==> src/design/stop_wake_pkg.sv <==
// Purpose: Shared constants and types for the STOP wake-up and watchdog block.
// Assumes: 40 MHz crystal clock; the RC oscillator is modelled as a 1 MHz tick.
// Notes: Register offsets are byte addresses on the plain register port.
package stop_wake_pkg;

    localparam logic [7:0] STOP_WAKE_CONTROL_ADDR = 8'h0B;
    localparam logic [7:0] STOP_WAKE_CONTROL_SECOND_ADDR = 8'h0D;
    localparam logic [7:0] WATCHDOG_MODE_ADDR = 8'h0F;

    typedef struct packed {
        logic warm;
        logic pol;
        logic delay;
        logic [2:0] src;
        logic rsv;
        logic div16;
    } stop_wake_control_s;

    typedef struct packed {
        logic rsv7;
        logic pol;
        logic rsv5;
        logic [2:0] src;
        logic [1:0] rsv;
    } stop_wake_second_s;

    typedef struct packed {
        logic stop_run;
        logic halt_run;
        logic [1:0] sel;
    } watchdog_mode_s;

    localparam stop_wake_control_s SWC_RESET = 8'h20;
    localparam stop_wake_second_s SWS_RESET = 8'h00;
    localparam watchdog_mode_s WDM_RESET = 4'hC;

    // First register wake sources
    localparam logic [2:0] SRC_RESET_ONLY = 3'h0;
    localparam logic [2:0] SRC_P3_LINE1 = 3'h2;
    localparam logic [2:0] SRC_P3_LINE2 = 3'h3;
    localparam logic [2:0] SRC_P3_LINE3 = 3'h4;
    localparam logic [2:0] SRC_P2_LINE7 = 3'h5;
    localparam logic [2:0] SRC_NOR_P2_LOW = 3'h6;
    localparam logic [2:0] SRC_NOR_P2_ALL = 3'h7;
    // Second register wake sources
    localparam logic [2:0] SRC2_NAND_P2_LOW = 3'h1;
    localparam logic [2:0] SRC2_NAND_P2_ALL = 3'h2;
    localparam logic [2:0] SRC2_NOR_P3 = 3'h3;
    localparam logic [2:0] SRC2_NAND_P3 = 3'h4;
    localparam logic [2:0] SRC2_NOR_P3_P0 = 3'h5;
    localparam logic [2:0] SRC2_NAND_P3_P0 = 3'h6;
    localparam logic [2:0] SRC2_NAND_P3_P2 = 3'h7;

    typedef enum logic [1:0] {
        ST_HOLD = 2'b00,
        ST_DELAY = 2'b01,
        ST_RUN = 2'b10,
        ST_STOP = 2'b11
    } seq_state_e;

    localparam int CLK_PERIOD_PS = 25000;
    localparam int RC_PERIOD_PS = 1000000;
    localparam int RC_DIV = RC_PERIOD_PS / CLK_PERIOD_PS;
    localparam logic [5:0] RC_DIV_LAST = 6'(RC_DIV - 1);
    localparam int RC_PERIOD_NS = RC_PERIOD_PS / 1000;

    localparam int POR_DELAY_NS = 2500000;
    localparam int POR_TICKS_MIN = (POR_DELAY_NS + RC_PERIOD_NS - 1) / RC_PERIOD_NS;
    localparam int WDT_MIN_MS_0 = 5;
    localparam int WDT_MIN_MS_1 = 10;
    localparam int WDT_MIN_MS_2 = 20;
    localparam int WDT_MIN_MS_3 = 80;
    localparam int NS_PER_MS = 1000000;
    localparam int WDT_TICKS_MIN_0 = (WDT_MIN_MS_0 * NS_PER_MS + RC_PERIOD_NS - 1) / RC_PERIOD_NS;
    localparam int WDT_TICKS_MIN_1 = (WDT_MIN_MS_1 * NS_PER_MS + RC_PERIOD_NS - 1) / RC_PERIOD_NS;
    localparam int WDT_TICKS_MIN_2 = (WDT_MIN_MS_2 * NS_PER_MS + RC_PERIOD_NS - 1) / RC_PERIOD_NS;
    localparam int WDT_TICKS_MIN_3 = (WDT_MIN_MS_3 * NS_PER_MS + RC_PERIOD_NS - 1) / RC_PERIOD_NS;

    localparam int TICK_W = 17;
    localparam int WIN_XTAL_CYCLES = 120;
    localparam logic [6:0] WIN_LAST = 7'(WIN_XTAL_CYCLES - 1);
    localparam logic [3:0] PRESCALE_LAST = 4'hF;
    localparam logic [15:0] RESTART_ADDR = 16'h000C;

endpackage : stop_wake_pkg

==> src/design/stop_recovery_watchdog.sv <==
// Purpose: STOP wake-up selection, power-on delay, brownout hold, clock prescaler
//          and RC-timed watchdog of a small microcontroller.
// Assumes: Pins and the supply comparator are asynchronous; CPU strobes share CLK.
// Notes: The RC oscillator is an enable pulse derived from CLK.
// What this block does
// - First register write-only except read-only top bit
// - Warm flag 1 after STOP wake, else 0
// - Bit 0 divides system and timer clocks by 16
// - Divide select cleared on every STOP wake-up
// - First register bits 4:2 pick wake source
// - Bit 6 sets wake level, 0 at power-on
// - Bit 5 low skips delay after wake
// - Output-configured pins drop out of wake equation
// - Second register bits 4:2 pick gate sources
// - Second register bit 6 level; reserved bits zero
// - Either register's wake condition ends STOP
// - Watchdog is retriggerable one-shot resetting device
// - First refresh starts watchdog, later ones restart
// - Watchdog counts on RC oscillator ticks
// - Watchdog mode writable 120 clocks, never read
// - Bits 1:0 choose 5/10/20/80 ms minimum
// - Bit 2 keeps watchdog counting in HALT
// - Bit 3 keeps watchdog counting in STOP
// - Option input starts watchdog after brownout or watchdog timeout; not yet synced when RESET releases
// - Brownout holds reset, recovery runs power-on
// - Delay triggered by supply, delayed wake, watchdog
// - Power-on delay at least 2.5 ms
// - Execution restarts at address 000Ch
`timescale 1ns/1ps
module stop_recovery_watchdog
    import stop_wake_pkg::*;
#(
    parameter int POR_TICKS = POR_TICKS_MIN,
    parameter int WDT_TICKS_0 = WDT_TICKS_MIN_0,
    parameter int WDT_TICKS_1 = WDT_TICKS_MIN_1,
    parameter int WDT_TICKS_2 = WDT_TICKS_MIN_2,
    parameter int WDT_TICKS_3 = WDT_TICKS_MIN_3
)
(
    input wire logic CLK,
    input wire logic RESET,
    input wire logic [7:0] ADDR,
    input wire logic [7:0] WDATA,
    input wire logic WR,
    input wire logic RD,
    output logic [7:0] RDATA,
    input wire logic [7:0] P0_IN,
    input wire logic [7:0] P2_IN,
    input wire logic [3:1] P3_IN,
    input wire logic [7:0] P0_DIR_OUT,
    input wire logic [7:0] P2_DIR_OUT,
    input wire logic SUPPLY_LOW,
    input wire logic WDT_AT_POR_OPT,
    input wire logic STOP_REQ,
    input wire logic HALT_ACTIVE,
    input wire logic WDT_CMD,
    output logic RESET_OUT,
    output logic CPU_RUN,
    output logic STOP_ACTIVE,
    output logic SCLK_EN,
    output logic TIMER_CLOCK_EN,
    output logic WDT_RESET,
    output logic [15:0] RESTART_VECTOR
);

    logic [20:0] pin_meta;
    logic [20:0] pin_sync;
    logic [7:0] p0;
    logic [7:0] p2;
    logic [3:1] p3;
    logic supply_low;
    logic wdt_opt;
    stop_wake_control_s stop_wake_control;
    stop_wake_second_s stop_wake_control_second;
    watchdog_mode_s wdm;
    seq_state_e state;
    seq_state_e next_state;
    logic [5:0] rc_div;
    logic rc_tick;
    logic [TICK_W-1:0] por_cnt;
    logic por_done;
    logic [TICK_W-1:0] wdt_cnt;
    logic [TICK_W-1:0] wdt_limit;
    logic wdt_on;
    logic wdt_active;
    logic wdt_timeout;
    logic [6:0] win_cnt;
    logic win_open;
    logic [3:0] prescale;
    logic lvl1;
    logic ok1;
    logic lvl2;
    logic ok2;
    logic wake_hit;
    logic cold;

    // Pins and the comparator are asynchronous; the strap is caught after release
    always_ff @(posedge CLK or posedge RESET)
    begin
        if (RESET)
        begin
            pin_meta <= '0;
            pin_sync <= '0;
        end
        else
        begin
            pin_meta <= {WDT_AT_POR_OPT, SUPPLY_LOW, P3_IN, P2_IN, P0_IN};
            pin_sync <= pin_meta;
        end
    end

    assign p0 = pin_sync[7:0];
    assign p2 = pin_sync[15:8];
    assign p3 = pin_sync[18:16];
    assign supply_low = pin_sync[19];
    assign wdt_opt = pin_sync[20];

    // RC oscillator stand-in: one tick every RC_DIV crystal clocks
    always_ff @(posedge CLK or posedge RESET)
    begin
        if (RESET)
            rc_div <= '0;
        else if (rc_div == RC_DIV_LAST)
            rc_div <= '0;
        else
            rc_div <= rc_div + 6'h01;
    end

    assign rc_tick = (rc_div == RC_DIV_LAST);

    // Output-direction pins are forced to the value that leaves the gate unaffected
    always_comb
    begin
        lvl1 = 1'b0;
        ok1 = 1'b1;
        case (stop_wake_control.src)
            SRC_P3_LINE1: lvl1 = p3[1];
            SRC_P3_LINE2: lvl1 = p3[2];
            SRC_P3_LINE3: lvl1 = p3[3];
            SRC_P2_LINE7:
            begin
                lvl1 = p2[7];
                ok1 = !P2_DIR_OUT[7];
            end
            SRC_NOR_P2_LOW: lvl1 = ~|(p2[3:0] & ~P2_DIR_OUT[3:0]);
            SRC_NOR_P2_ALL: lvl1 = ~|(p2 & ~P2_DIR_OUT);
            default: ok1 = 1'b0;
        endcase
    end

    always_comb
    begin
        lvl2 = 1'b0;
        ok2 = 1'b1;
        case (stop_wake_control_second.src)
            SRC2_NAND_P2_LOW: lvl2 = ~&(p2[3:0] | P2_DIR_OUT[3:0]);
            SRC2_NAND_P2_ALL: lvl2 = ~&(p2 | P2_DIR_OUT);
            SRC2_NOR_P3: lvl2 = ~|p3;
            SRC2_NAND_P3: lvl2 = ~&p3;
            SRC2_NOR_P3_P0:
                lvl2 = ~|{p3, p0[0] & ~P0_DIR_OUT[0], p0[7] & ~P0_DIR_OUT[7]};
            SRC2_NAND_P3_P0:
                lvl2 = ~&{p3, p0[0] | P0_DIR_OUT[0], p0[7] | P0_DIR_OUT[7]};
            SRC2_NAND_P3_P2: lvl2 = ~&{p3, p2[2:0] | P2_DIR_OUT[2:0]};
            default: ok2 = 1'b0;
        endcase
    end

    // The polarity bit acts as the XOR stage in front of the wake gate
    assign wake_hit = (ok1 && (lvl1 == stop_wake_control.pol)) || (ok2 && (lvl2 == stop_wake_control_second.pol));

    always_comb
    begin
        case (wdm.sel)
            2'b00: wdt_limit = TICK_W'(WDT_TICKS_0);
            2'b01: wdt_limit = TICK_W'(WDT_TICKS_1);
            2'b10: wdt_limit = TICK_W'(WDT_TICKS_2);
            default: wdt_limit = TICK_W'(WDT_TICKS_3);
        endcase
    end

    assign wdt_active = wdt_on && (((state == ST_RUN) && (!HALT_ACTIVE || wdm.halt_run))
        || ((state == ST_STOP) && wdm.stop_run));
    assign wdt_timeout = wdt_active && rc_tick && !WDT_CMD
        && (wdt_cnt == wdt_limit - TICK_W'(1));
    assign por_done = rc_tick && (por_cnt == TICK_W'(POR_TICKS - 1));
    assign cold = (state == ST_HOLD) || wdt_timeout;

    always_comb
    begin
        next_state = state;
        case (state)
            ST_HOLD: next_state = ST_DELAY;
            ST_DELAY:
                if (por_done)
                    next_state = ST_RUN;
            ST_RUN:
                if (STOP_REQ)
                    next_state = ST_STOP;
            ST_STOP:
                if (wake_hit)
                    next_state = stop_wake_control.delay ? ST_DELAY : ST_RUN;
            default: next_state = ST_HOLD;
        endcase
        if (wdt_timeout)
            next_state = ST_DELAY;
        if (supply_low)
            next_state = ST_HOLD;
    end

    always_ff @(posedge CLK or posedge RESET)
    begin
        if (RESET)
        begin
            state <= ST_HOLD;
            por_cnt <= '0;
        end
        else
        begin
            state <= next_state;
            if (next_state != ST_DELAY || state != ST_DELAY)
                por_cnt <= '0;
            else if (rc_tick)
                por_cnt <= por_cnt + TICK_W'(1);
        end
    end

    // Software registers; a cold restart (power-on or watchdog) restores defaults
    always_ff @(posedge CLK or posedge RESET)
    begin
        if (RESET)
        begin
            stop_wake_control <= SWC_RESET;
            stop_wake_control_second <= SWS_RESET;
            wdm <= WDM_RESET;
        end
        else if (cold)
        begin
            stop_wake_control <= SWC_RESET;
            stop_wake_control_second <= SWS_RESET;
            wdm <= WDM_RESET;
        end
        else if (state == ST_STOP && wake_hit)
        begin
            stop_wake_control.warm <= 1'b1;
            stop_wake_control.div16 <= 1'b0;
        end
        else if (WR)
        begin
            if (ADDR == STOP_WAKE_CONTROL_ADDR)
                stop_wake_control <= {stop_wake_control.warm, WDATA[6:2], 1'b0, WDATA[0]};
            if (ADDR == STOP_WAKE_CONTROL_SECOND_ADDR)
                stop_wake_control_second <= {1'b0, WDATA[6], 1'b0, WDATA[4:2], 2'b00};
            if (ADDR == WATCHDOG_MODE_ADDR && win_open)
                wdm <= WDATA[3:0];
        end
    end

    // Write window for the watchdog mode opens on each entry into execution
    always_ff @(posedge CLK or posedge RESET)
    begin
        if (RESET)
        begin
            win_open <= 1'b0;
            win_cnt <= '0;
        end
        else if (next_state == ST_RUN && state != ST_RUN)
        begin
            win_open <= 1'b1;
            win_cnt <= '0;
        end
        else if (state != ST_RUN)
            win_open <= 1'b0;
        else if (win_open)
        begin
            win_cnt <= win_cnt + 7'h01;
            if (win_cnt == WIN_LAST)
                win_open <= 1'b0;
        end
    end

    always_ff @(posedge CLK or posedge RESET)
    begin
        if (RESET)
        begin
            wdt_on <= 1'b0;
            wdt_cnt <= '0;
        end
        else if (state == ST_HOLD || wdt_timeout)
        begin
            wdt_on <= wdt_opt;
            wdt_cnt <= '0;
        end
        else if (WDT_CMD && state == ST_RUN)
        begin
            wdt_on <= 1'b1;
            wdt_cnt <= '0;
        end
        else if (wdt_active && rc_tick)
            wdt_cnt <= wdt_cnt + TICK_W'(1);
    end

    always_ff @(posedge CLK or posedge RESET)
    begin
        if (RESET)
            prescale <= '0;
        else
            prescale <= prescale + 4'h1;
    end

    always_ff @(posedge CLK or posedge RESET)
    begin
        if (RESET)
        begin
            RESET_OUT <= 1'b1;
            CPU_RUN <= 1'b0;
            STOP_ACTIVE <= 1'b0;
            SCLK_EN <= 1'b0;
            TIMER_CLOCK_EN <= 1'b0;
            WDT_RESET <= 1'b0;
            RESTART_VECTOR <= RESTART_ADDR;
        end
        else
        begin
            RESET_OUT <= (next_state == ST_HOLD) || (next_state == ST_DELAY);
            CPU_RUN <= (next_state == ST_RUN);
            STOP_ACTIVE <= (next_state == ST_STOP);
            SCLK_EN <= (next_state == ST_RUN) && !HALT_ACTIVE
                && (!stop_wake_control.div16 || prescale == PRESCALE_LAST);
            TIMER_CLOCK_EN <= (next_state == ST_RUN)
                && (!stop_wake_control.div16 || prescale == PRESCALE_LAST);
            WDT_RESET <= wdt_timeout;
            if (next_state == ST_RUN && state != ST_RUN)
                RESTART_VECTOR <= RESTART_ADDR;
        end
    end

    // Only the warm flag reads back; the other registers are write-only
    always_ff @(posedge CLK or posedge RESET)
    begin
        if (RESET)
            RDATA <= 8'h00;
        else if (RD && ADDR == STOP_WAKE_CONTROL_ADDR)
            RDATA <= {stop_wake_control.warm, 7'h00};
        else
            RDATA <= 8'h00;
    end
endmodule : stop_recovery_watchdog

==> config.mk <==
export PLATFORM = sky130hd
export DESIGN_NAME = stop_recovery_watchdog
export DESIGN_NICKNAME = d
export VERILOG_FILES = /design/src/design/stop_wake_pkg.sv /design/src/design/stop_recovery_watchdog.sv
export SDC_FILE = /design/constraint.sdc
export NUM_CORES = 1
export LEC_CHECK = 0
export BUFFER_PORTS_ARGS = -buffer_cell sky130_fd_sc_hd__buf_2
export CELL_PAD_IN_SITES_DETAIL_PLACEMENT = 1
export CELL_PAD_IN_SITES_GLOBAL_PLACEMENT = 2
export CORE_ASPECT_RATIO = 2
export CORE_UTILIZATION = 39
export DETAILED_ROUTE_END_ITERATION = 10
export HOLD_SLACK_MARGIN = 0.15
export PLACE_DENSITY = 0.87
export RECOVER_POWER = 50
export REMOVE_ABC_BUFFERS = 1
export SYNTH_ARGS = -nofsm -noshare
export SYNTH_HDL_FRONTEND = slang
export SYNTH_SLANG_ARGS = --single-unit
==> constraint.sdc <==
create_clock -name CLK -period 8.1 [get_ports CLK]
set_input_delay 1.62 -clock CLK [delete_from_list [all_inputs] [get_ports CLK]]
set_output_delay 1.62 -clock CLK [all_outputs]
set_load 0.05 [all_outputs]
==> reports/results.ini <==
[synth]
yosys_register_bits = 107
synth.avg_cell_area_sq_um = 10.9
yosys_most_used_dff = dfrtp_1
ys_types = 69
synth_cells = 478
syn_area_sq_um = 5190
ys_warn_count = 0
synth-edff-count = 0
synth_seq_area_share_pct = 51.7
async_flop_share_pct = 100

[place]
place.gp.congestion = 0.795
portBuffers = 53
hpwl_um = 8900
dp.cells = 674
place_area_sq_um = 5510

[worst_hold_path]
hold_class = reg -> reg
whs_path_depth = 0

[grt]
gr-total-overflow = 0
grt_pass1_wl_um = 19400
grt_use_total_pct = 18.0
grt_pass1_vias = 3940
antenna_found_initial = 0
grt_max_degree = 80

[floorplanning]
ios = 90
die_x_um = 83.6
die-area_sq_um = 13800
core-area_sq_um = 13000
start_util_pct = 39.9
rows = 59
die_h_um = 165

[worst_setup_path]
crit_arrival_ns = 4.07
crit_fanout = 17
crit_required_ns = 8.36
endpoint_kind = flip-flop
crit_type = in -> reg
worst-r2r-cell-count = 9
start_kind = primary input

[job]
maxCapViolCount = 0

[layout]
nets = 605
design_area_sq_um = 5820
diodes = 0
register_area_sq_um = 2680
area_growth_pct = 12.1
finalNonFillerCells = 690
multi_input_area_sq_um = 2280
fill_cells = 1468
final_layout_size_suffix_gt1_share_pct = 17.3

[cts]
cts_root_buf = clkbuf_16
clk_pin_slew_ns = 0.08
cts_buffers = 9
clock_latency_ns = 0.35
cts_buffer_depth = 2
cts.htree.levels = 3
cts_tree = built
cts.repair.resized = 0
cts.sinks = 107
cts_setup_buffers = 0
ctsHoldBuffers = 0

[timing]
hold_viol_final = 0
relSlewSlack_pct = 16.1
drv_slew = 0
finalSetupViolations = 0
fmaxAchievable_mhz = 263
fin_worst_skew_ns = 0.0122
period_needed_ns = 3.81
finalCritPeriodShare_pct = 47.0
tightestPinTransition_ns = 1.25
rsz0062_at_grt = no
tns_ns = 0

[status]
status = completed

[pwr]
power_leakage_nw = 2.62
peakVddDrop_v = 0.000124
pwr_density_cell_nw_per_um2 = 186

[routing]
first_iter_violations = 144
firstDrtPassIters = 4
drc = 0
via_count = 3654
wl_per_cell_um = 17.1
via_per_inst = 5.30
wl_um = 11800
ant_nets = 0

==> synth_stat cells, types with 3 or more instances <==
cell type    n  area (sq um)
a21o_1       3          22.5
a21oi_1      7          35.0
a22o_1       4          35.0
a32o_1       4          40.0
and2_1       7          43.8
and3_1      10          62.6
and4_1       3          26.3
buf_4       25           188
clkbuf_1     5          18.8
dfrtp_1    103          2580
dfstp_2      4           105
ha_1        12           150
inv_1       18          67.6
mux2i_1      4          40.0
nand2_1     20          75.1
nand2b_1     7          43.8
nand3_1     22           110
nand4_1     10          62.6
nor2_1      58           218
nor2_4      10           113
nor2b_1     13          81.3
nor3_1       6          30.0
nor4_1       4          25.0
o211ai_1     3          22.5
o21ai_0      3          15.0
o22a_1       3          26.3
o22ai_1      6          37.5
or3_1        3          18.8
xnor2_1     20           175
xor2_1      29           254
==> flip-flops by register name, summed over array words and instances (netlist names), 2 cells and up <==
name and flops:
por_cnt 17, wdt_cnt 17, pin_meta 15, pin_sync 15, stop_wake_control 7, win_cnt 7
rc_div 6, prescale 4, stop_wake_control_second 4, wdm 4, state 2
==> stage by stage <==
| step | total power, W | hold slack (ns) | util, % | setup WS (ns) |
|---|---|---|---|---|
| 2_1_floorplan | 0.000606 | 0.331 | - | 3.67 |
| 3_3_place_gp | 0.000628 | 0.332 | 42.4 | 3.98 |
| 3_5_place_dp | 0.000631 | 0.336 | 42.4 | 3.93 |
| 4_1_cts | 0.00110 | 0.354 | 44.8 | 4.26 |
| 5_1_grt | 0.00113 | 0.364 | 44.8 | 4.16 |
| 6_report | 0.00108 | 0.354 | 44.8 | 4.29 |
==> critical path, stage by stage <==
cell      delay [ns]
buf_2           0.12
a221oi_2        0.46
and3_1          0.28
and4b_2         0.29
nor2_1          0.07
or4_1           0.92
nor2_1          0.29
==> final timing paths <==
check	startpoint	slack [ns]	to
setup / recovery	HALT_ACTIVE	4.29	por_cnt[14]
hold / removal	pin_meta[15]	0.35	pin_sync[15]
setup reg to reg	wdm[0]	4.67	por_cnt[14]
hold reg to reg	pin_meta[15]	0.35	pin_sync[15]
max in group asynchronous	RESET	5.00	wdt_cnt[14]
min in group asynchronous	RESET	1.51	win_cnt[5]
==> where the power goes <==
| part | total, W | leakage [nW] | switching, W | internal [W] |
|---|---|---|---|---|
| logic | 0.0000683 | 1.07 | 0.0000522 | 0.0000162 |
| registers | 0.000551 | 1.39 | 0.00000718 | 0.000544 |
| clock network | 0.000465 | 0.156 | 0.000216 | 0.000249 |
==> area by class of cell <==
type / instances / share of cell area (%)
clock inverters: 7 / 1.59
repair buffers: 55 / 4.67
inverters: 18 / 1.18
multi-input cells: 342 / 39.3
flip-flops and latches: 107 / 46.1
well taps: 152 / 3.27
clock buffers: 9 / 3.87
==> cells in the final DEF (no fill, tap or decap), types with 13 or more instances in the layout <==
cell type | netlist | layout
xnor2_1 | 20 | 20
nand2_1 | 20 | 20
nor2_1 | 58 | 58
inv_1 | 18 | 17
buf_2 | 1 | 46
dfrtp_1 | 103 | 103
conb_1 | 2 | 23
nand3_1 | 22 | 22
xor2_1 | 29 | 29
nor2b_1 | 13 | 13
==> per-layer routing <==
metal | track usage (%) | up-vias | share of wire (%)
li1 | - | 1727 | -
met1 | 18.5 | 1860 | 37
met2 | 36.5 | 58 | 60
met3 | 2.93 | 9 | 2.6
met4 | 5.24 | 0 | 1.1
met5 | 0 | - | 0
==> kinds of logic after synthesis <==
logic type | count (synthesis) | synth area share [%]
simple gates | 187 | 20.0
compound gates | 66 | 10.3
other cells | 2 | 0.145
xor+xnor | 49 | 8.27
flops | 107 | 51.7
mux | 5 | 0.989
buf+inv | 50 | 5.76
fa+ha+maj | 12 | 2.89
(Power assumes the default switching activity.)
